[src/design/wtu_pkg.sv]
`default_nettype none

package wtu_pkg;

    // ****************************************
    // register map (byte addresses)
    // ****************************************
    localparam logic [7:0] ADDR_CTRL  = 8'h00;
    localparam logic [7:0] ADDR_CFG   = 8'h04;
    localparam logic [7:0] ADDR_CAUSE = 8'h08;
    localparam logic [7:0] ADDR_STAT  = 8'h0C;
    localparam logic [7:0] ADDR_IRQ   = 8'h10;
    localparam logic [7:0] ADDR_MASK  = 8'h14;
    localparam logic [7:0] ADDR_CNT   = 8'h18;

    // ****************************************
    // fields and reset values
    // ****************************************
    localparam int         CTRL_EN_POS  = 0;
    localparam int         CTRL_PS_LSB  = 1;
    localparam int         CTRL_PS_MSB  = 5;
    localparam logic [4:0] PERIOD_RST   = 5'h0B;
    localparam logic       SWEN_RST     = 1'h0;
    localparam logic [1:0] MODE_RST     = 2'h3;
    localparam logic [4:0] PERIOD_MAX   = 5'h12;
    localparam int         CNT_W        = 24;
    localparam logic [23:0] LIMIT_MIN   = 24'h000020;
    localparam int         LFOSC_KHZ    = 31;
    localparam int         IRQ_WAKE     = 0;
    localparam int         IRQ_RST      = 1;
    localparam logic [1:0] IRQ_RST_VAL  = 2'h0;
    localparam logic [1:0] MASK_RST_VAL = 2'h0;

    // ****************************************
    // types
    // ****************************************
    typedef enum logic [1:0] {
        MODE_OFF     = 2'b00,
        MODE_SW      = 2'b01,
        MODE_NOSLEEP = 2'b10,
        MODE_ON      = 2'b11
    } wtu_mode_t;

    typedef struct packed {
        logic [4:0] period;
        logic       swEn;
    } wtu_ctrl_t;

    typedef struct packed {
        logic kick;
        logic asleep;
        logic oscFail;
        logic ostRunning;
        logic otherReset;
    } wtu_core_t;

    typedef struct packed {
        wtu_ctrl_t          ctrl;
        wtu_mode_t          mode;
        logic [CNT_W-1:0]   cnt;
        logic               flagN;
        logic               toN;
        logic               pdN;
        logic [1:0]         irqSt;
        logic [1:0]         irqMask;
        logic [2:0]         lfSync;
        logic               lfStable;
        logic               asleepPrev;
        logic [31:0]        prdata;
        logic               slverr;
        logic               wdtRst;
        logic               wake;
    } wtu_state_t;

endpackage

`default_nettype wire

[src/design/wtu_top.sv]
// The register addresses and the APB register port are this design's own decisions.
`timescale 1ns/100ps
`default_nettype none

module wtu_top (
    input  wire logic              clk,
    input  wire logic              srst,
    input  wire logic              lowFreqOsc,
    input  wire wtu_pkg::wtu_core_t core,
    input  wire logic              psel,
    input  wire logic              penable,
    input  wire logic              pwrite,
    input  wire logic [7:0]        paddr,
    input  wire logic [31:0]       pwdata,
    output logic [31:0]            prdata,
    output logic                   pready,
    output logic                   pslverr,
    output logic                   wdtResetReq,
    output logic                   wakeReq,
    output logic                   timeoutStatusN,
    output logic                   powerdownStatusN,
    output logic                   irq
);

    wtu_pkg::wtu_state_t st_r;
    wtu_pkg::wtu_state_t st_nxt;

    logic                      lfNew;
    logic                      tick;
    logic                      active;
    logic                      clearCnt;
    logic                      hit;
    logic                      sleepEnter;
    logic                      sleepExit;
    logic [wtu_pkg::CNT_W-1:0] limit;
    logic [wtu_pkg::CNT_W-1:0] cntInc;
    logic                      wrEn;
    logic                      rdSetup;
    logic                      mapped;
    logic [31:0]               rdVal;

    // ****************************************
    // low-frequency time base
    // ****************************************
    // stage 2 and 3 must agree before a level change is believed
    always_comb begin
        lfNew = st_r.lfStable;
        if (st_r.lfSync[1] == st_r.lfSync[2]) begin
            lfNew = st_r.lfSync[2];
        end
    end
    assign tick = lfNew & ~st_r.lfStable;

    // ****************************************
    // mode and clearing
    // ****************************************
    assign sleepEnter = core.asleep & ~st_r.asleepPrev;
    assign sleepExit  = ~core.asleep & st_r.asleepPrev;

    always_comb begin
        unique case (st_r.mode)
            wtu_pkg::MODE_ON:      active = 1'b1;
            wtu_pkg::MODE_NOSLEEP: active = ~core.asleep;
            wtu_pkg::MODE_SW:      active = st_r.ctrl.swEn;
            wtu_pkg::MODE_OFF:     active = 1'b0;
        endcase
    end

    // the oscillator divider is not an input at all, so it cannot disturb
    // the count
    assign clearCnt = ~active
                    | core.kick | core.oscFail
                    | core.otherReset
                    | sleepEnter | sleepExit
                    | core.ostRunning;

    // reserved codes fall back to the shortest interval
    always_comb begin
        if (st_r.ctrl.period > wtu_pkg::PERIOD_MAX) begin
            limit = wtu_pkg::LIMIT_MIN;
        end else begin
            limit = wtu_pkg::LIMIT_MIN << st_r.ctrl.period;
        end
    end

    assign cntInc = st_r.cnt + 24'h000001;
    assign hit    = tick & ~clearCnt & (cntInc == limit);

    // ****************************************
    // register access
    // ****************************************
    always_comb begin
        mapped = 1'b1;
        rdVal  = 32'h00000000;
        unique case (paddr)
            wtu_pkg::ADDR_CTRL:  rdVal[5:0] = st_r.ctrl;
            wtu_pkg::ADDR_CFG:   rdVal[1:0] = st_r.mode;
            wtu_pkg::ADDR_CAUSE: rdVal[0]   = st_r.flagN;
            wtu_pkg::ADDR_STAT:  rdVal[1:0] = {st_r.toN, st_r.pdN};
            wtu_pkg::ADDR_IRQ:   rdVal[1:0] = st_r.irqSt;
            wtu_pkg::ADDR_MASK:  rdVal[1:0] = st_r.irqMask;
            wtu_pkg::ADDR_CNT:   rdVal[23:0] = st_r.cnt;
            default:             mapped = 1'b0;
        endcase
    end

    assign rdSetup = psel & ~penable & ~pwrite;
    assign wrEn    = psel & penable & pwrite & st_r.slverr == 1'b0;

    // ****************************************
    // next state
    // ****************************************
    always_comb begin
        st_nxt            = st_r;
        st_nxt.lfSync     = {st_r.lfSync[1:0], lowFreqOsc};
        st_nxt.lfStable   = lfNew;
        st_nxt.asleepPrev = core.asleep;
        st_nxt.wdtRst     = 1'b0;
        st_nxt.wake       = 1'b0;

        if (psel & ~penable) begin
            st_nxt.slverr = ~mapped;
        end
        if (rdSetup) begin
            st_nxt.prdata = rdVal;
        end

        if (wrEn) begin
            unique case (paddr)
                wtu_pkg::ADDR_CTRL: begin
                    st_nxt.ctrl.period =
                        pwdata[wtu_pkg::CTRL_PS_MSB:wtu_pkg::CTRL_PS_LSB];
                    st_nxt.ctrl.swEn = pwdata[wtu_pkg::CTRL_EN_POS];
                end
                wtu_pkg::ADDR_CFG: begin
                    st_nxt.mode = wtu_pkg::wtu_mode_t'(pwdata[1:0]);
                end
                wtu_pkg::ADDR_CAUSE: begin
                    st_nxt.flagN = st_r.flagN | pwdata[0];
                end
                wtu_pkg::ADDR_IRQ: begin
                    st_nxt.irqSt = st_r.irqSt & ~pwdata[1:0];
                end
                wtu_pkg::ADDR_MASK: begin
                    st_nxt.irqMask = pwdata[1:0];
                end
                default: begin
                end
            endcase
        end

        if (core.kick) begin
            st_nxt.toN = 1'b1;
            st_nxt.pdN = 1'b1;
        end
        if (sleepEnter) begin
            st_nxt.toN = 1'b1;
            st_nxt.pdN = 1'b0;
        end

        if (clearCnt) begin
            st_nxt.cnt = '0;
        end else if (hit) begin
            st_nxt.cnt = '0;
        end else if (tick) begin
            st_nxt.cnt = cntInc;
        end

        if (hit) begin
            st_nxt.toN = 1'b0;
            if (core.asleep) begin
                st_nxt.wake = 1'b1;
                st_nxt.irqSt[wtu_pkg::IRQ_WAKE] = 1'b1;
            end else begin
                // own reset: clears the counter and reloads control
                st_nxt.wdtRst = 1'b1;
                st_nxt.flagN  = 1'b0;
                st_nxt.irqSt[wtu_pkg::IRQ_RST] = 1'b1;
                st_nxt.ctrl.period = wtu_pkg::PERIOD_RST;
                st_nxt.ctrl.swEn   = wtu_pkg::SWEN_RST;
            end
        end
        if (core.otherReset) begin
            st_nxt.ctrl.period = wtu_pkg::PERIOD_RST;
            st_nxt.ctrl.swEn   = wtu_pkg::SWEN_RST;
        end
    end

    always_ff @(posedge clk) begin
        if (srst) begin
            st_r.ctrl.period <= wtu_pkg::PERIOD_RST;
            st_r.ctrl.swEn   <= wtu_pkg::SWEN_RST;
            st_r.mode        <= wtu_pkg::wtu_mode_t'(wtu_pkg::MODE_RST);
            st_r.cnt         <= '0;
            st_r.flagN       <= 1'b1;
            st_r.toN         <= 1'b1;
            st_r.pdN         <= 1'b1;
            st_r.irqSt       <= wtu_pkg::IRQ_RST_VAL;
            st_r.irqMask     <= wtu_pkg::MASK_RST_VAL;
            st_r.lfSync      <= 3'h0;
            st_r.lfStable    <= 1'b0;
            st_r.asleepPrev  <= 1'b0;
            st_r.prdata      <= 32'h00000000;
            st_r.slverr      <= 1'b0;
            st_r.wdtRst      <= 1'b0;
            st_r.wake        <= 1'b0;
        end else begin
            st_r <= st_nxt;
        end
    end

    // ****************************************
    // outputs
    // ****************************************
    // zero wait states: the answer is ready in every access cycle
    assign pready           = 1'b1;
    assign prdata           = st_r.prdata;
    assign pslverr          = psel & penable & st_r.slverr;
    assign wdtResetReq      = st_r.wdtRst;
    assign wakeReq          = st_r.wake;
    assign timeoutStatusN   = st_r.toN;
    assign powerdownStatusN = st_r.pdN;
    assign irq              = |(st_r.irqSt & st_r.irqMask);
endmodule

`default_nettype wire

[config.mk]
export PLATFORM = sky130hd
export DESIGN_NAME = wtu_top
export DESIGN_NICKNAME = d
export VERILOG_FILES = /design/src/design/wtu_pkg.sv /design/src/design/wtu_top.sv
export SDC_FILE = /design/constraint.sdc
export NUM_CORES = 1
export LEC_CHECK = 0
export ABC_AREA = 1
export BUFFER_PORTS_ARGS = -buffer_cell sky130_fd_sc_hd__clkbuf_2
export CORE_ASPECT_RATIO = 1.25
export CORE_UTILIZATION = 56
export CTS_CLUSTER_DIAMETER = 150
export DETAILED_ROUTE_END_ITERATION = 7
export GPL_TIMING_DRIVEN = 0
export PLACE_DENSITY = 0.81
export RECOVER_POWER = 25
export SLEW_MARGIN = 5
export SYNTH_ARGS = -nofsm -noshare
export SYNTH_HDL_FRONTEND = slang
export SYNTH_SLANG_ARGS = --single-unit
[constraint.sdc]
create_clock -name clk -period 2.5 [get_ports clk]
set_input_delay 0.5 -clock clk [delete_from_list [all_inputs] [get_ports clk]]
set_output_delay 0.5 -clock clk [all_outputs]
set_load 0.05 [all_outputs]
After elaboration in Yosys (flattened, before gate mapping)
Index checks and enable logic that the tools add are counted.
{ "word_totals": {"register_bits": 71, "word_cells": 99, "inputBits": 51} }
{ "classes": {"n_lt_le_gt_ge": 1, "n_reduce_logical": 11, "add_sub_neg": 1, "eq_ne": 11, "shift": 1, "muxes": 27, "bitwise": 31} }
{ "ops": {"columns": ["cell", "n"], "rows": [
  ["adder 24 x 1 -> 24 bit, second input constant", 1],
  ["equality test 24 bit", 1],
  ["equality test 8 x 5 -> 1 bit, second input constant", 3],
  ["2-to-1 mux 24 bit", 1],
  ["left shift 6 x 5 -> 24 bit, first input constant", 1],
  ["2-to-1 mux 18 bit", 1],
  ["2-to-1 mux 6 bit", 3],
  ["equality test 8 x 4 -> 1 bit, second input constant", 2],
  ["2-to-1 mux 2 bit", 7],
  ["bitwise AND 1 bit", 11],
  ["NOT 1 bit", 10],
  ["2-to-1 mux 1 bit", 9],
  ["equality test 8 x 3 -> 1 bit, second input constant", 1],
  ["zero test 8 bit", 1],
  ["2-to-1 mux 8 bit", 1],
  ["case mux 4 bit (2 select lines)", 1],
  ["bitwise OR 1 bit", 7],
  ["case mux 1 bit (7 select lines)", 1],
  ["OR reduction 7 bit", 1],
  ["case mux 1 bit (6 select lines)", 1],
  ["OR reduction 2 bit", 3],
  ["> comparator 5 bit, second input constant", 1],
  ["bitwise AND 2 bit", 2],
  ["equality test 2 bit, second input constant", 2],
  ["10 further kinds", 11]
]} }

Logic depth before layout (Yosys ltp)
{ "logic_depth": {"depth_word": 14, "ltp_mapped": 16, "ltp_nobuf": 15} }

Least setup slack after synthesis
No wires, ideal clock.
{ "synth_timing": {"path_kind": "reg-to-reg", "from": "register st_r[47] in the netlist's numbering", "to": "register st_r[51] in the netlist's numbering", "path_stages_with_launch": 16, "period_less_slack_ns": 2.008, "arrival_ns": 1.891, "setup_ns": 0.117, "setup_slack_ns": 0.492, "path_buffers": 1, "cell_sequence": "dfxtp_1 -> ha_1 -> nand2_2 -> nor2_4 -> nand3_2 -> nor2_1 -> nand2_1 -> nand3_1 -> nand2_1 -> nor2_1 -> nand2_1 -> nor2_2 -> nand2_2 -> nand3_4 -> buf_6 -> nor2_1"} }
{ "synth_via": {"elab_chain_cells": 4} }
{ "synth_lines": {"columns": ["element", "line_no", "source"], "rows": [
  ["from (decl)", "wtu_top.sv:25", "wtu_pkg::wtu_state_t st_r;"],
  ["from (signal assigned)", "wtu_top.sv:208", "st_r <= st_nxt;"],
  ["adder 24 x 1 -> 24 bit (*)", "wtu_top.sv:86", "assign cntInc = st_r.cnt + 24'h000001;"],
  ["equality test 24 bit", "wtu_top.sv:87", "assign hit = tick & ~clearCnt & (cntInc == limit);"],
  ["bitwise AND 1 bit", "wtu_top.sv:87", null],
  ["OR reduction 3 bit (no source line)", null, null]
]} }
Mark *: on every way between the ends. The rest lies on a longest branch, timed or not.
A chain may end at the register's enable or synchronous reset.

Worst setup path after layout
{ "layout_timing": {"from": "register st_r[77] in the netlist's numbering", "to": "register st_r[61] in the netlist's numbering"} }
{ "layout_via": {"elab_chain_cells": 5, "word_cells_on_any_way": 6} }
{ "layout_lines": {"columns": ["element", "line_no", "source"], "rows": [
  ["> comparator 5 bit / left shift 6 x 5 -> 24 bit (equally long branches)", "wtu_top.sv:79, wtu_top.sv:82", null],
  ["2-to-1 mux 24 bit (*)", "wtu_top.sv:79", "if (st_r.ctrl.period > wtu_pkg::PERIOD_MAX) begin"],
  ["equality test 24 bit (*)", "wtu_top.sv:87", null],
  ["bitwise AND 1 bit (*)", "wtu_top.sv:87", null],
  ["OR reduction 3 bit (no source line) (*)", null, null]
]} }
Marks and branches as above.

==> results.json <==
{
  "status": "finished with violations",
  "violations": "design-rule violations",
  "p_per_area_mw_per_mm2": 424.5,
  "regArea_sq_mm": 0.001438,
  "worstHoldStart": "lowFreqOsc",
  "cp.arrival_ns": 2.63,
  "cts_tree": "yes",
  "start_util_pct": 57.82,
  "pre_cts_ws_ns": -0.06867,
  "die_height_um": 102.6,
  "stdcell_count": 912,
  "required_ns": 2.75,
  "p_switching_mw": 0.6259,
  "grt_usage_pct": 32.95,
  "dieArea_sq_mm": 0.008458,
  "fillers": 734,
  "cp-start-kind": "register",
  "setup_viol": 0,
  "maxCapViolCount": 0,
  "worst_slack_ns": 0.1228,
  "pwr-share-clk_pct": 35.9,
  "ioPinCount": 90,
  "dp_hpwl_um": 10080,
  "row_count": 36,
  "comb_power_share_pct": 11.3,
  "nets": 865,
  "ys_types": 39,
  "yosysMostFrequentCell": "nand2_1",
  "hp-class": "in -> reg",
  "wl_um": 12830,
  "final_antenna_net_count": 0,
  "sw_frac_of_total_pct": 28.40,
  "p_leak_nw": 2.465,
  "drv_slew": 0,
  "slew_headroom_pct": 56.57,
  "synth-main-ff-cell": "dfxtp_1",
  "intPower_mw": 1.578,
  "cts_root_buf": "clkbuf_8",
  "grt_overflow_total": 0,
  "yosysSeqAreaShare_pct": 31.36,
  "die_x_um": 82.46,
  "period_share_pct": 95.09,
  "synth_common_cells": "199 x nand2_1, 96 x nor2_1, 95 x inv_1",
  "placed_area_sq_mm": 0.004947,
  "finClkSkew_ns": 0.005697,
  "synthArstFlopShare_pct": 0,
  "syn_area_sq_mm": 0.004532,
  "htreeDepth": 3,
  "layout-drive-gt1-share_pct": 16.16,
  "avgRoutedWirePerCell_um": 14.06,
  "ir_drop_uv": 371.1,
  "numClockSinks": 71,
  "p_seq_share_pct": 52.7,
  "synthCells": 739,
  "port_buffers": 54,
  "tightest_slew_ns": 0.6514,
  "syn_area_per_cell_sq_um": 6.132,
  "end_kind": "register",
  "postLayoutCellArea_sq_mm": 0.005191,
  "multi_input_area_sq_mm": 0.002504,
  "yosysTopAreaCell": "dfxtp_1",
  "r2r_start": "st_r[77]",
  "numCtsBuffers": 9,
  "path_max_fanout": 10,
  "yosysTopAreaCellShare_pct": 31.36,
  "vias_per_cell": 5.473,
  "postCtsHoldBufs": 0,
  "synth_edf_count": 0,
  "drc": 2,
  "drt-initial-drc-count": 379,
  "grt_pass1_vias": 4419,
  "clock_path_buffers": 2,
  "yosys_warnings": 0,
  "grt_pass1_wl_um": 20720,
  "core_sq_mm": 0.007838,
  "num_vias": 4991,
  "crit_start": "st_r[77]",
  "hold_viol_final": 0,
  "placed_cells": 895,
  "gp_congestion": 1.028,
  "n_antenna_cell": 0,
  "synth_area_leaders": "dfxtp_1 31%, nand2_1 16%, nor2_1 8.0%",
  "grt_max_degree": 12,
  "cts.clk_slew.worst_paths_ns": 0.07,
  "antenna_found_initial": 0,
  "critical_path_class": "reg -> reg",
  "max_freq_mhz": 420.7,
  "clk_latency_ns": 0.36,
  "firstDrtPassIters": 8,
  "fin_crit_ns": 2.377,
  "ys_ff_latch": 71,
  "area_growth_pct": 14.55
}
==> final cells by class <==
class	instances	area share (%)
Multi-Input combinational cell	527	48.23
Sequential cell	71	27.69
Inverter	98	7.158
Buffer	50	6.508
Timing Repair Buffer	56	5.134
Clock buffer	11	2.531
Tap cell	95	2.290
Clock inverter	4	0.4579
==> per-stage QoR <==
step                setup TNS (ns)  power (mW)  hold WS (ns)  util (%)
floorplan                        0       1.378        0.3883         -
global placement           -0.1146       1.436        0.3929     63.12
detailed placement         -0.7784       1.440        0.4149     63.12
CTS                              0       2.222        0.3146     65.12
global route               -0.2031       2.296        0.3244     66.24
finish                           0       2.204        0.3278     66.24
==> layout by cell type (no fill, tap or decap), types with 8 or more instances in the layout <==
cell and count:
nor2_2 10, nand3_1 69, clkbuf_8 9, dfxtp_1 62
buf_4 35, clkbuf_1 29, conb_1 9, o21ai_0 59
nor2_1 88, nand2_1 199, a21oi_1 30, inv_1 95
nor3_1 8, clkbuf_2 41, nor2_4 8
==> final timing paths <==
path	endpoint	slack, ns	cells after the start
setup / recovery	st_r[61]	0.12	16
hold reg to reg	st_nxt[39]	0.41	2
hold / removal	st_nxt[38]	0.33	3
setup reg to reg	st_r[61]	0.12	16
==> power by group through the flow <==
stage	Combinational [mW]	Sequential, mW	Clock [mW]
4_1_cts	0.250	1.16	0.807
6_report	0.249	1.16	0.792
2_1_floorplan	0.187	1.19	0
3_3_place_gp	0.246	1.19	0
5_1_grt	0.271	1.17	0.860
3_5_place_dp	0.249	1.19	0
==> worst max-delay path, cell delays in order (launching register included) <==
cell	delay, ns
dfxtp_1	0.40
inv_1	0.10
nor2_2	0.20
inv_1	0.12
nor2_2	0.16
nand2_1	0.14
inv_1	0.09
nand3_1	0.08
nand2_1	0.14
nand2_1	0.07
nor2_1	0.09
nand2_1	0.10
nor2_4	0.13
nand2_2	0.11
nand3_4	0.12
buf_8	0.16
nor2_1	0.05
==> layer usage <==
metal / share of wire [%] / GRT usage, % / vias to the layer above
met3: 6.8 / 7.080 / 48
met1: 40 / 39.24 / 2269
met5: 0 / 0 / -
met2: 48 / 53.53 / 204
li1: - / - / 2470
met4: 5.0 / 20.24 / 0
==> logic make-up after synthesis <==
kind of cell / Yosys count / share of synthesized area, %
xor+xnor: 5 / 1.270
flops: 71 / 31.36
buf+inv: 148 / 15.38
simple gates: 408 / 39.18
other cells: 2 / 0.1657
fa+ha+maj: 1 / 0.2760
compound gates: 104 / 12.37
==> flip-flops by register name, indices dropped and copies added, names as in the netlist <==
name              count
timeoutStatusN        1
st_r                 41
wakeReq               1
powerdownStatusN      1
wdtResetReq           1
st_nxt                2
prdata               24
==> repair_timing <==
action                                  4_1_cts  5_1_grt
setup buffers                                 0        2
endpoints found under the setup margin       13       34
resized for setup                             1       30
pin swaps                                     0        3
No activity file was read; power rests on OpenSTA's default activity.
